[config.mk]
export PLATFORM = sky130hd
export DESIGN_NAME = address_resolver
export DESIGN_NICKNAME = d
export VERILOG_FILES = /design/src/resolver_pkg.sv /design/src/key_check_if.sv /design/src/key_checker.sv /design/src/address_resolver.sv
export SDC_FILE = /design/constraint.sdc
export NUM_CORES = 1
export LEC_CHECK = 0
export ABC_AREA = 1
export ABC_CLOCK_PERIOD_IN_PS = 3900
export BUFFER_PORTS_ARGS = -buffer_cell sky130_fd_sc_hd__buf_2
export CORE_AREA = 4 4 267 269
export DETAILED_ROUTE_END_ITERATION = 7
export DIE_AREA = 0 0 271 273
export PLACE_DENSITY = 0.57
export SLEW_MARGIN = 30
export SYNTH_ARGS = -nofsm -noshare
export SYNTH_HDL_FRONTEND = slang
export SYNTH_HIERARCHICAL = 1
export SYNTH_SLANG_ARGS = --single-unit
export TNS_END_PERCENT = 1
[constraint.sdc]
create_clock -name pclk -period 3.9 [get_ports pclk]
set_input_delay 0.585 -clock pclk [delete_from_list [all_inputs] [get_ports pclk]]
set_output_delay 0.585 -clock pclk [all_outputs]
set_load 0.02 [all_outputs]
[src/resolver_pkg.sv]
// register map, field layout and sizes for the private address resolver
// assumes a 32-bit apb register bus and a byte-wide memory read port
// Functional notes
// RULE_01 - the controller may start once the first six address bytes sit in ram
// RULE_02 - the controller loads the address pointer before starting resolution
// RULE_03 - the key table is read from ram at the key table pointer
// RULE_04 - keys are sixteen bytes, back to back; key n at offset 16*n
// RULE_05 - writing 1 to bit 0 of start task begins resolution
// RULE_06 - writing the stop task halts a resolution in progress
// RULE_07 - the done event flag is set when resolution finishes
// RULE_08 - match flag set when a key resolves; no-match flag when none does
// RULE_09 - writing 1 to enable set bits enables that event's interrupt; reads enables
// RULE_10 - writing 1 to enable clear bits disables that event's interrupt; reads enables
// RULE_11 - writable key table, address and scratch pointer registers
// RULE_12 - block enable field: 0 disables the resolver, 3 enables it
// RULE_13 - key count accepts 1 to 16 keys tried, resets to 1
// RULE_14 - status reports the four-bit index of the last matching key
// RULE_15 - keys tried from key 0, stop at first match or count, then done
// RULE_16 - task writes with bit 0 clear do nothing; flags stay until written 0
package resolver_pkg;
    localparam int ADDR_W = 12;
    localparam int DATA_W = 32;

    // register offsets
    localparam logic [11:0] OFS_START = 12'h000;
    localparam logic [11:0] OFS_STOP = 12'h008;
    localparam logic [11:0] OFS_DONE = 12'h100;
    localparam logic [11:0] OFS_MATCH = 12'h104;
    localparam logic [11:0] OFS_NOMATCH = 12'h108;
    localparam logic [11:0] OFS_IRQ_SET = 12'h304;
    localparam logic [11:0] OFS_IRQ_CLR = 12'h308;
    localparam logic [11:0] OFS_STATUS = 12'h400;
    localparam logic [11:0] OFS_ENABLE = 12'h500;
    localparam logic [11:0] OFS_KEY_COUNT = 12'h504;
    localparam logic [11:0] OFS_KEY_PTR = 12'h508;
    localparam logic [11:0] OFS_ADDR_PTR = 12'h510;
    localparam logic [11:0] OFS_SCRATCH_PTR = 12'h514;

    // event bit positions, shared by flags, enables and interrupt logic
    localparam int EV_DONE = 0;
    localparam int EV_MATCH = 1;
    localparam int EV_NOMATCH = 2;
    localparam int NUM_EVENTS = 3;

    // field values and reset values
    localparam logic [1:0] ENABLE_ON = 2'h3;
    localparam logic [1:0] ENABLE_RESET = 2'h0;
    localparam logic [4:0] KEY_COUNT_MIN = 5'h01;
    localparam logic [4:0] KEY_COUNT_MAX = 5'h10;
    localparam logic [4:0] KEY_COUNT_RESET = 5'h01;
    localparam logic [31:0] PTR_RESET = 32'h00000000;

    // memory layout of the address and key table
    localparam int ADDR_BYTES = 6;
    localparam int HASH_BYTES = 3;
    localparam int KEY_BYTES = 16;
    localparam logic [4:0] ADDR_LAST = 5'h05;
    localparam logic [4:0] KEY_LAST = 5'h0F;
endpackage

[src/key_check_if.sv]
// handshake between the resolver sequencer and its key checker
// assumes both ends run on the same clock
`timescale 1ns/100ps
interface key_check_if;
    logic start;
    logic [127:0] key;
    logic [23:0] prand;
    logic [23:0] hash;
    logic done;
    logic match;
    modport requester (output start, output key, output prand, output hash,
                       input done, input match);
    modport responder (input start, input key, input prand, input hash,
                       output done, output match);
endinterface

[src/key_checker.sv]
// key checker: tries one key against the captured address
// assumes key, prand and hash stay stable from start until done
// the mixing below is a replaceable stand-in for the real hash
`timescale 1ns/100ps
module key_checker (
    input wire logic pclk,
    input wire logic presetn,
    key_check_if.responder chk
);
    import resolver_pkg::*;

    typedef struct packed {
        logic busy;
        logic [4:0] cnt;
        logic [23:0] acc;
        logic done;
        logic match;
    } check_state_t;

    check_state_t s;
    check_state_t next_s;
    logic [7:0] kbyte;

    // one key byte folded per cycle, sixteen cycles per key
    always_comb begin
        next_s = s;
        next_s.done = 1'b0;
        kbyte = chk.key[s.cnt[3:0]*8 +: 8];
        if (chk.start) begin
            next_s.busy = 1'b1;
            next_s.cnt = 5'h00;
            next_s.acc = chk.prand;
            next_s.match = 1'b0;
        end else if (s.busy) begin
            next_s.acc = {s.acc[22:0], s.acc[23]} ^ {kbyte, kbyte ^ chk.prand[7:0], kbyte};
            next_s.cnt = s.cnt + 5'h01;
            if (s.cnt == KEY_LAST) begin
                next_s.busy = 1'b0;
                next_s.done = 1'b1;
                next_s.match = (next_s.acc == chk.hash);
            end
        end
    end

    always_ff @(posedge pclk or negedge presetn) begin
        if (!presetn) begin
            s <= '0;
        end else begin
            s <= next_s;
        end
    end

    assign chk.done = s.done;
    assign chk.match = s.match;
endmodule

[src/address_resolver.sv]
// private address resolver: apb registers, byte-wide ram fetch and key loop
// assumes ram answers mem_req with a one-cycle mem_ack on pclk
`timescale 1ns/100ps
module address_resolver (
    input wire logic pclk,
    input wire logic presetn,
    input wire logic psel,
    input wire logic penable,
    input wire logic pwrite,
    input wire logic [resolver_pkg::ADDR_W-1:0] paddr,
    input wire logic [resolver_pkg::DATA_W-1:0] pwdata,
    output logic [resolver_pkg::DATA_W-1:0] prdata,
    output logic pready,
    output logic pslverr,
    output logic mem_req,
    output logic [31:0] mem_addr,
    input wire logic [7:0] mem_rdata,
    input wire logic mem_ack,
    output logic irq
);
    import resolver_pkg::*;

    typedef enum logic [2:0] {
        ST_IDLE = 3'b000,
        ST_FETCH_ADDR = 3'b001,
        ST_FETCH_KEY = 3'b010,
        ST_CHECK = 3'b011
    } state_t;

    typedef struct packed {
        state_t fsm;
        logic pready;
        logic pslverr;
        logic [31:0] prdata;
        logic [2:0] events;
        logic [2:0] inten;
        logic [3:0] last_match;
        logic [1:0] enable;
        logic [4:0] key_count;
        logic [31:0] key_ptr;
        logic [31:0] addr_ptr;
        logic [31:0] scratch_ptr;
        logic [3:0] key_idx;
        logic [4:0] byte_idx;
        logic [47:0] addr;
        logic [127:0] key;
        logic mem_req;
        logic [31:0] mem_addr;
        logic chk_start;
        logic irq;
    } resolver_state_t;

    resolver_state_t s;
    resolver_state_t next_s;

    key_check_if chk ();

    logic [31:0] rd_value;
    logic rd_hit;
    logic wr_fire;
    logic start_req;
    logic stop_req;
    logic [2:0] ev_clr;
    logic [2:0] hw_set;
    logic enabled;
    logic [31:0] key_base;
    logic [31:0] fetch_base;

    // hash sits in the low three bytes, the random part above it
    assign chk.start = s.chk_start;
    assign chk.key = s.key;
    assign chk.hash = s.addr[HASH_BYTES*8-1:0];
    assign chk.prand = s.addr[ADDR_BYTES*8-1:HASH_BYTES*8];

    key_checker checker_inst (
        .pclk(pclk),
        .presetn(presetn),
        .chk(chk)
    );

    // register read mux, decoded during the first access cycle
    always_comb begin
        rd_value = 32'h00000000;
        rd_hit = 1'b1;
        case (paddr)
            OFS_START: begin
                rd_value = 32'h00000000;
            end
            OFS_STOP: begin
                rd_value = 32'h00000000;
            end
            OFS_DONE: begin
                rd_value = {31'h00000000, s.events[EV_DONE]};
            end
            OFS_MATCH: begin
                rd_value = {31'h00000000, s.events[EV_MATCH]};
            end
            OFS_NOMATCH: begin
                rd_value = {31'h00000000, s.events[EV_NOMATCH]};
            end
            OFS_IRQ_SET: begin
                rd_value = {29'h00000000, s.inten}; // RULE_09
            end
            OFS_IRQ_CLR: begin
                rd_value = {29'h00000000, s.inten}; // RULE_10
            end
            OFS_STATUS: begin
                rd_value = {28'h0000000, s.last_match}; // RULE_14
            end
            OFS_ENABLE: begin
                rd_value = {30'h00000000, s.enable};
            end
            OFS_KEY_COUNT: begin
                rd_value = {27'h0000000, s.key_count};
            end
            OFS_KEY_PTR: begin
                rd_value = s.key_ptr;
            end
            OFS_ADDR_PTR: begin
                rd_value = s.addr_ptr;
            end
            OFS_SCRATCH_PTR: begin
                rd_value = s.scratch_ptr;
            end
            default: begin
                rd_hit = 1'b0;
            end
        endcase
    end

    // key n starts sixteen bytes after key n-1
    assign key_base = s.key_ptr + 32'(s.key_idx) * 32'(KEY_BYTES); // RULE_03 RULE_04
    assign fetch_base = (s.fsm == ST_FETCH_ADDR) ? s.addr_ptr : key_base;
    assign enabled = (s.enable == ENABLE_ON); // RULE_12

    // next-state logic: bus, register writes, sequencer, events
    always_comb begin
        next_s = s;
        next_s.chk_start = 1'b0;
        start_req = 1'b0;
        stop_req = 1'b0;
        ev_clr = 3'h0;
        hw_set = 3'h0;
        wr_fire = psel && penable && s.pready && pwrite;

        // apb: one wait state, then pready for a single cycle
        if (psel && penable && !s.pready) begin
            next_s.pready = 1'b1;
            next_s.prdata = rd_value;
            next_s.pslverr = !rd_hit;
        end else begin
            next_s.pready = 1'b0;
            next_s.pslverr = 1'b0;
        end

        // writes take effect at the edge that completes the transfer
        if (wr_fire) begin
            case (paddr)
                OFS_START: begin
                    start_req = pwdata[0]; // RULE_05 RULE_16
                end
                OFS_STOP: begin
                    stop_req = pwdata[0]; // RULE_06 RULE_16
                end
                OFS_DONE: begin
                    ev_clr[EV_DONE] = !pwdata[0]; // RULE_16
                end
                OFS_MATCH: begin
                    ev_clr[EV_MATCH] = !pwdata[0]; // RULE_16
                end
                OFS_NOMATCH: begin
                    ev_clr[EV_NOMATCH] = !pwdata[0]; // RULE_16
                end
                OFS_IRQ_SET: begin
                    next_s.inten = s.inten | pwdata[NUM_EVENTS-1:0]; // RULE_09
                end
                OFS_IRQ_CLR: begin
                    next_s.inten = s.inten & ~pwdata[NUM_EVENTS-1:0]; // RULE_10
                end
                OFS_ENABLE: begin
                    next_s.enable = pwdata[1:0]; // RULE_12
                end
                OFS_KEY_COUNT: begin
                    // out-of-range counts are ignored
                    if (pwdata >= 32'(KEY_COUNT_MIN) && pwdata <= 32'(KEY_COUNT_MAX)) begin
                        next_s.key_count = pwdata[4:0]; // RULE_13
                    end
                end
                OFS_KEY_PTR: begin
                    next_s.key_ptr = pwdata; // RULE_11
                end
                OFS_ADDR_PTR: begin
                    next_s.addr_ptr = pwdata; // RULE_11 RULE_02
                end
                OFS_SCRATCH_PTR: begin
                    next_s.scratch_ptr = pwdata; // RULE_11
                end
                default: begin
                    next_s.enable = s.enable;
                end
            endcase
        end

        // resolution sequencer
        case (s.fsm)
            ST_IDLE: begin
                next_s.mem_req = 1'b0;
                if (start_req && enabled) begin
                    next_s.byte_idx = 5'h00;
                    next_s.key_idx = 4'h0;
                    next_s.fsm = ST_FETCH_ADDR; // RULE_05 RULE_01
                end
            end
            ST_FETCH_ADDR: begin
                // six address bytes from the address pointer onward
                if (!s.mem_req) begin
                    next_s.mem_req = 1'b1;
                    next_s.mem_addr = fetch_base + 32'(s.byte_idx); // RULE_02
                end else if (mem_ack) begin
                    next_s.mem_req = 1'b0;
                    next_s.addr[s.byte_idx[2:0]*8 +: 8] = mem_rdata;
                    if (s.byte_idx == ADDR_LAST) begin
                        next_s.byte_idx = 5'h00;
                        next_s.key_idx = 4'h0; // RULE_15
                        next_s.fsm = ST_FETCH_KEY;
                    end else begin
                        next_s.byte_idx = s.byte_idx + 5'h01;
                    end
                end
            end
            ST_FETCH_KEY: begin
                // sixteen bytes of the current key
                if (!s.mem_req) begin
                    next_s.mem_req = 1'b1;
                    next_s.mem_addr = fetch_base + 32'(s.byte_idx); // RULE_03 RULE_04
                end else if (mem_ack) begin
                    next_s.mem_req = 1'b0;
                    next_s.key[s.byte_idx[3:0]*8 +: 8] = mem_rdata;
                    if (s.byte_idx == KEY_LAST) begin
                        next_s.byte_idx = 5'h00;
                        next_s.chk_start = 1'b1;
                        next_s.fsm = ST_CHECK;
                    end else begin
                        next_s.byte_idx = s.byte_idx + 5'h01;
                    end
                end
            end
            ST_CHECK: begin
                // first match or the last of key_count keys ends the search, else move to the next key
                if (chk.done) begin
                    if (chk.match) begin
                        hw_set[EV_MATCH] = 1'b1; // RULE_08
                        hw_set[EV_DONE] = 1'b1; // RULE_07 RULE_15
                        next_s.last_match = s.key_idx; // RULE_14
                        next_s.fsm = ST_IDLE;
                    end else if ({1'b0, s.key_idx} == s.key_count - 5'h01) begin
                        hw_set[EV_NOMATCH] = 1'b1; // RULE_08
                        hw_set[EV_DONE] = 1'b1; // RULE_07 RULE_15
                        next_s.fsm = ST_IDLE;
                    end else begin
                        next_s.key_idx = s.key_idx + 4'h1; // RULE_15
                        next_s.fsm = ST_FETCH_KEY;
                    end
                end
            end
            default: begin
                next_s.mem_req = 1'b0;
                next_s.fsm = ST_IDLE;
            end
        endcase

        // stop or disable abandons a run; it raises no events unless the key check ends in that same cycle
        if ((stop_req || !enabled) && s.fsm != ST_IDLE) begin
            next_s.mem_req = 1'b0;
            next_s.fsm = ST_IDLE; // RULE_06 RULE_12
        end

        // sticky flags: a hardware set wins over a clear in the same cycle
        next_s.events = (s.events & ~ev_clr) | hw_set; // RULE_16
        next_s.irq = |(next_s.events & next_s.inten);
    end

    // state register with reset values
    always_ff @(posedge pclk or negedge presetn) begin
        if (!presetn) begin
            s <= '0;
            s.fsm <= ST_IDLE;
            s.enable <= ENABLE_RESET;
            s.key_count <= KEY_COUNT_RESET; // RULE_13
            s.key_ptr <= PTR_RESET;
            s.addr_ptr <= PTR_RESET;
            s.scratch_ptr <= PTR_RESET;
        end else begin
            s <= next_s;
        end
    end

    // outputs come straight from the state register
    assign prdata = s.prdata;
    assign pready = s.pready;
    assign pslverr = s.pslverr;
    assign mem_req = s.mem_req;
    assign mem_addr = s.mem_addr;
    assign irq = s.irq;
endmodule

==> impl_metrics.ini <==
[run_status]
status = complete, but fails checks
violations = hold timing

[yosys]
synth.most_common_cell = nand2_1
ys_seq_area_share_pct = 44.4
syn-num-nets = 3157
synth-edff-count = 0
synthSimpleGateAreaFrac_pct = 31.3
synthFlopType = dfrtp_1
synthXorXnorAreaFrac_pct = 1.20
synthArstFlopShare_pct = 100
syn_area_sq_um = 22600
syn_inst = 3073
synth_area_leaders = dfrtp_1 (44%), nand2_1 (17%), o21ai_0 (6.4%)
synth_top_cell_area_share_pct = 44.3
yosys.area.top_type = dfrtp_1
synth_top_family_by_area = simple AND/OR/NAND/NOR gates
synth_fa_ha_area_share_pct = 1.51
synth_mux_area_share_pct = 0.150
post_synth_most_frequent_cells = nand2_1 (1045), dfrtp_1 (400), inv_1 (310)
ys_seq_elements = 401
synthDistinctLibCells = 54
avgSynthCellArea_sq_um = 7.35
synth_compound_area_share_pct = 11.4
synth_warnings = 6

[global_routing]
grt_usage_pct = 19.4
grt_pass1_wl_mm = 113
grt_overflow = 0
grt_pass1_vias = 19291
grt_max_degree = 84
antenna_found_initial = 0

[die]
boundaryPins = 126
core_sq_um = 68600
rows = 96
initial_utilization_pct = 32.9
die_w_microns = 271
dieArea_sq_um = 74000
die_y_microns = 273

[run]
maxCapViolCount = 0

[routing]
routedWlPerCell_microns = 17.9
post-route-drc-count = 0
initialDrtViolationCount = 1678
drt-pass1-iter-count = 6
ant_nets = 0
finalWirelength_mm = 73.0
vias_per_cell = 4.92
vias = 20051

[critical_path]
critPathTopFamily = simple AND/OR/NAND/NOR gates
critPathSlowestCell = ha_1
r2r-end = mem_addr[28]
required_ps = 4360
r2r_slack_ps = 500
crit_chain = inv_1 -> ha_1 -> inv_2 -> o21ai_0 -> ha_1 -> fa_1 -> nand3_1 -> nand2_1 -> nand2_1 -> nand2_1 -> nand4_1 -> nor2_4 -> nand2_4 -> nor2_8 -> nand3_4 -> nor2_4 -> nand3_1 -> nand3_1 -> nand2_1
worstPathArrival_ps = 3870
end_kind = flop
crit_top_cell = nand2_1
critPathBufInv = 2
cp_max_fo = 18
critPathKind = flop to flop
startpoint_type = flop
max_stage_delay_ps = 550
worstRegToRegCells = 19
r2r-start = s[368]

[sta]
max_clock_freq_mhz = 294
fin_hold_ws_ps = -25.9
slew_violations = 0
hold_viol = 11
min_period_ps = 3400
rsz0062_at_grt = no
tns_ps = 0
setup-violations-final = 0
max_slew_margin_pct = 46.8
skew_ps = 21.5
post-route-period-util_pct = 87.3
finalWorstSetupSlack_ps = 495
worst-slew-pin-transition_ps = 793

[final_layout]
drive_above_1_share_pct = 11.2
nNetsFinal = 3193
diodes = 0
syn_to_final_growth_pct = 12.3
fin_util_pct = 37.0

[pwr]
powerDensity_nw_per_um2 = 355
p_leak_nw = 11.8
peakVddDrop_mv = 0.354

[clocking]
clk_pin_slew_ps = 60
cts_buffers = 46
cts_resized = 0
cts.sinks = 401
cts_tree = yes
cts-root-buf = clkbuf_16
post-cts-setup-buffer-count = 0
clk_path_buf_depth = 3
hold_buffers = 0
htree_levels = 2
clk_latency_ps = 600

[placement]
port_buffers = 125
pre_cts_slack_ps = 505
dp_hpwl_mm = 53.3
gp_congestion = 0.881

[hold_path]
holdCritPathClass = input port to asynchronous set/reset pin
power by group:
group          leakage (nW)  internal (mW)  switching [mW]
Sequential             5.53           4.16        0.000848
Combinational          5.49         0.0430           0.178
Clock                 0.777           2.79            1.84
sequential cells by signal (all words and copies together), names as in the netlist:
signal / count
irq: 1
chk.hash: 24
pready: 1
mem_req: 1
s: 124
checker_inst/s: 30
mem_addr: 32
chk.prand: 24
checker_inst/chk.match: 1
chk.start: 1
pslverr: 1
checker_inst/chk.done: 1
prdata: 32
chk.key: 128
cell families after synthesis:
group	Yosys count
xor gates and xnor gates	31
muxes	3
DFF	401
AOI/OAI and AO/OA	455
adders and majority gates	26
buffers and inverters	508
and+or+nand+nor	1649
final cells by class:
type	count	area, sq um
Clock inverter	12	239
Multi-Input combinational cell	2164	10300
Clock buffer	72	1360
Fill cell	7281	43200
Tap cell	931	1160
Sequential cell	401	10000
Inverter	334	1260
Timing Repair Buffer	162	976
placed cells by master (no fill, tap or decap), drive strengths merged, types with 24 or more instances in the layout:
master  netlist  routed
nand2      1080    1080
o21ai       308     308
a21oi        41      41
nand3       270     270
o211ai       26      26
o31ai        48      48
inv         326     326
nor2        239     239
clkbuf       76      72
buf          98     162
dfrtp       400     400
ha           24      24
metal layers:
layer	part of all wire (%)	track usage, %
met1	44	25.6
met2	48	33.1
met3	5.2	2.74
met4	3.0	6.15
met5	0	0
stage by stage:
step	cells	power [mW]	instance area, sq um	hold slack [ps]
after floorplan	3073	4.29	22600	289
after global placement	3992	4.47	23800	457
after detailed placement	3992	4.46	23800	461
after CTS	4076	9.13	25400	4.25
after global routing	4076	9.30	25400	14.9
final	4076	9.01	25400	-25.9
worst max path at each step:
stage               cells past startpoint           end  startpoint  slack (ps)
finish                                 19  mem_addr[28]      s[368]         500
global route                           20  mem_addr[28]      s[368]          60
CTS                                    19  mem_addr[28]      s[368]         460
detailed placement                     19  mem_addr[28]      s[368]         510
global placement                       19  mem_addr[28]      s[368]         640
floorplan                              19  mem_addr[31]      s[368]         890
(Power assumes the default switching activity.)
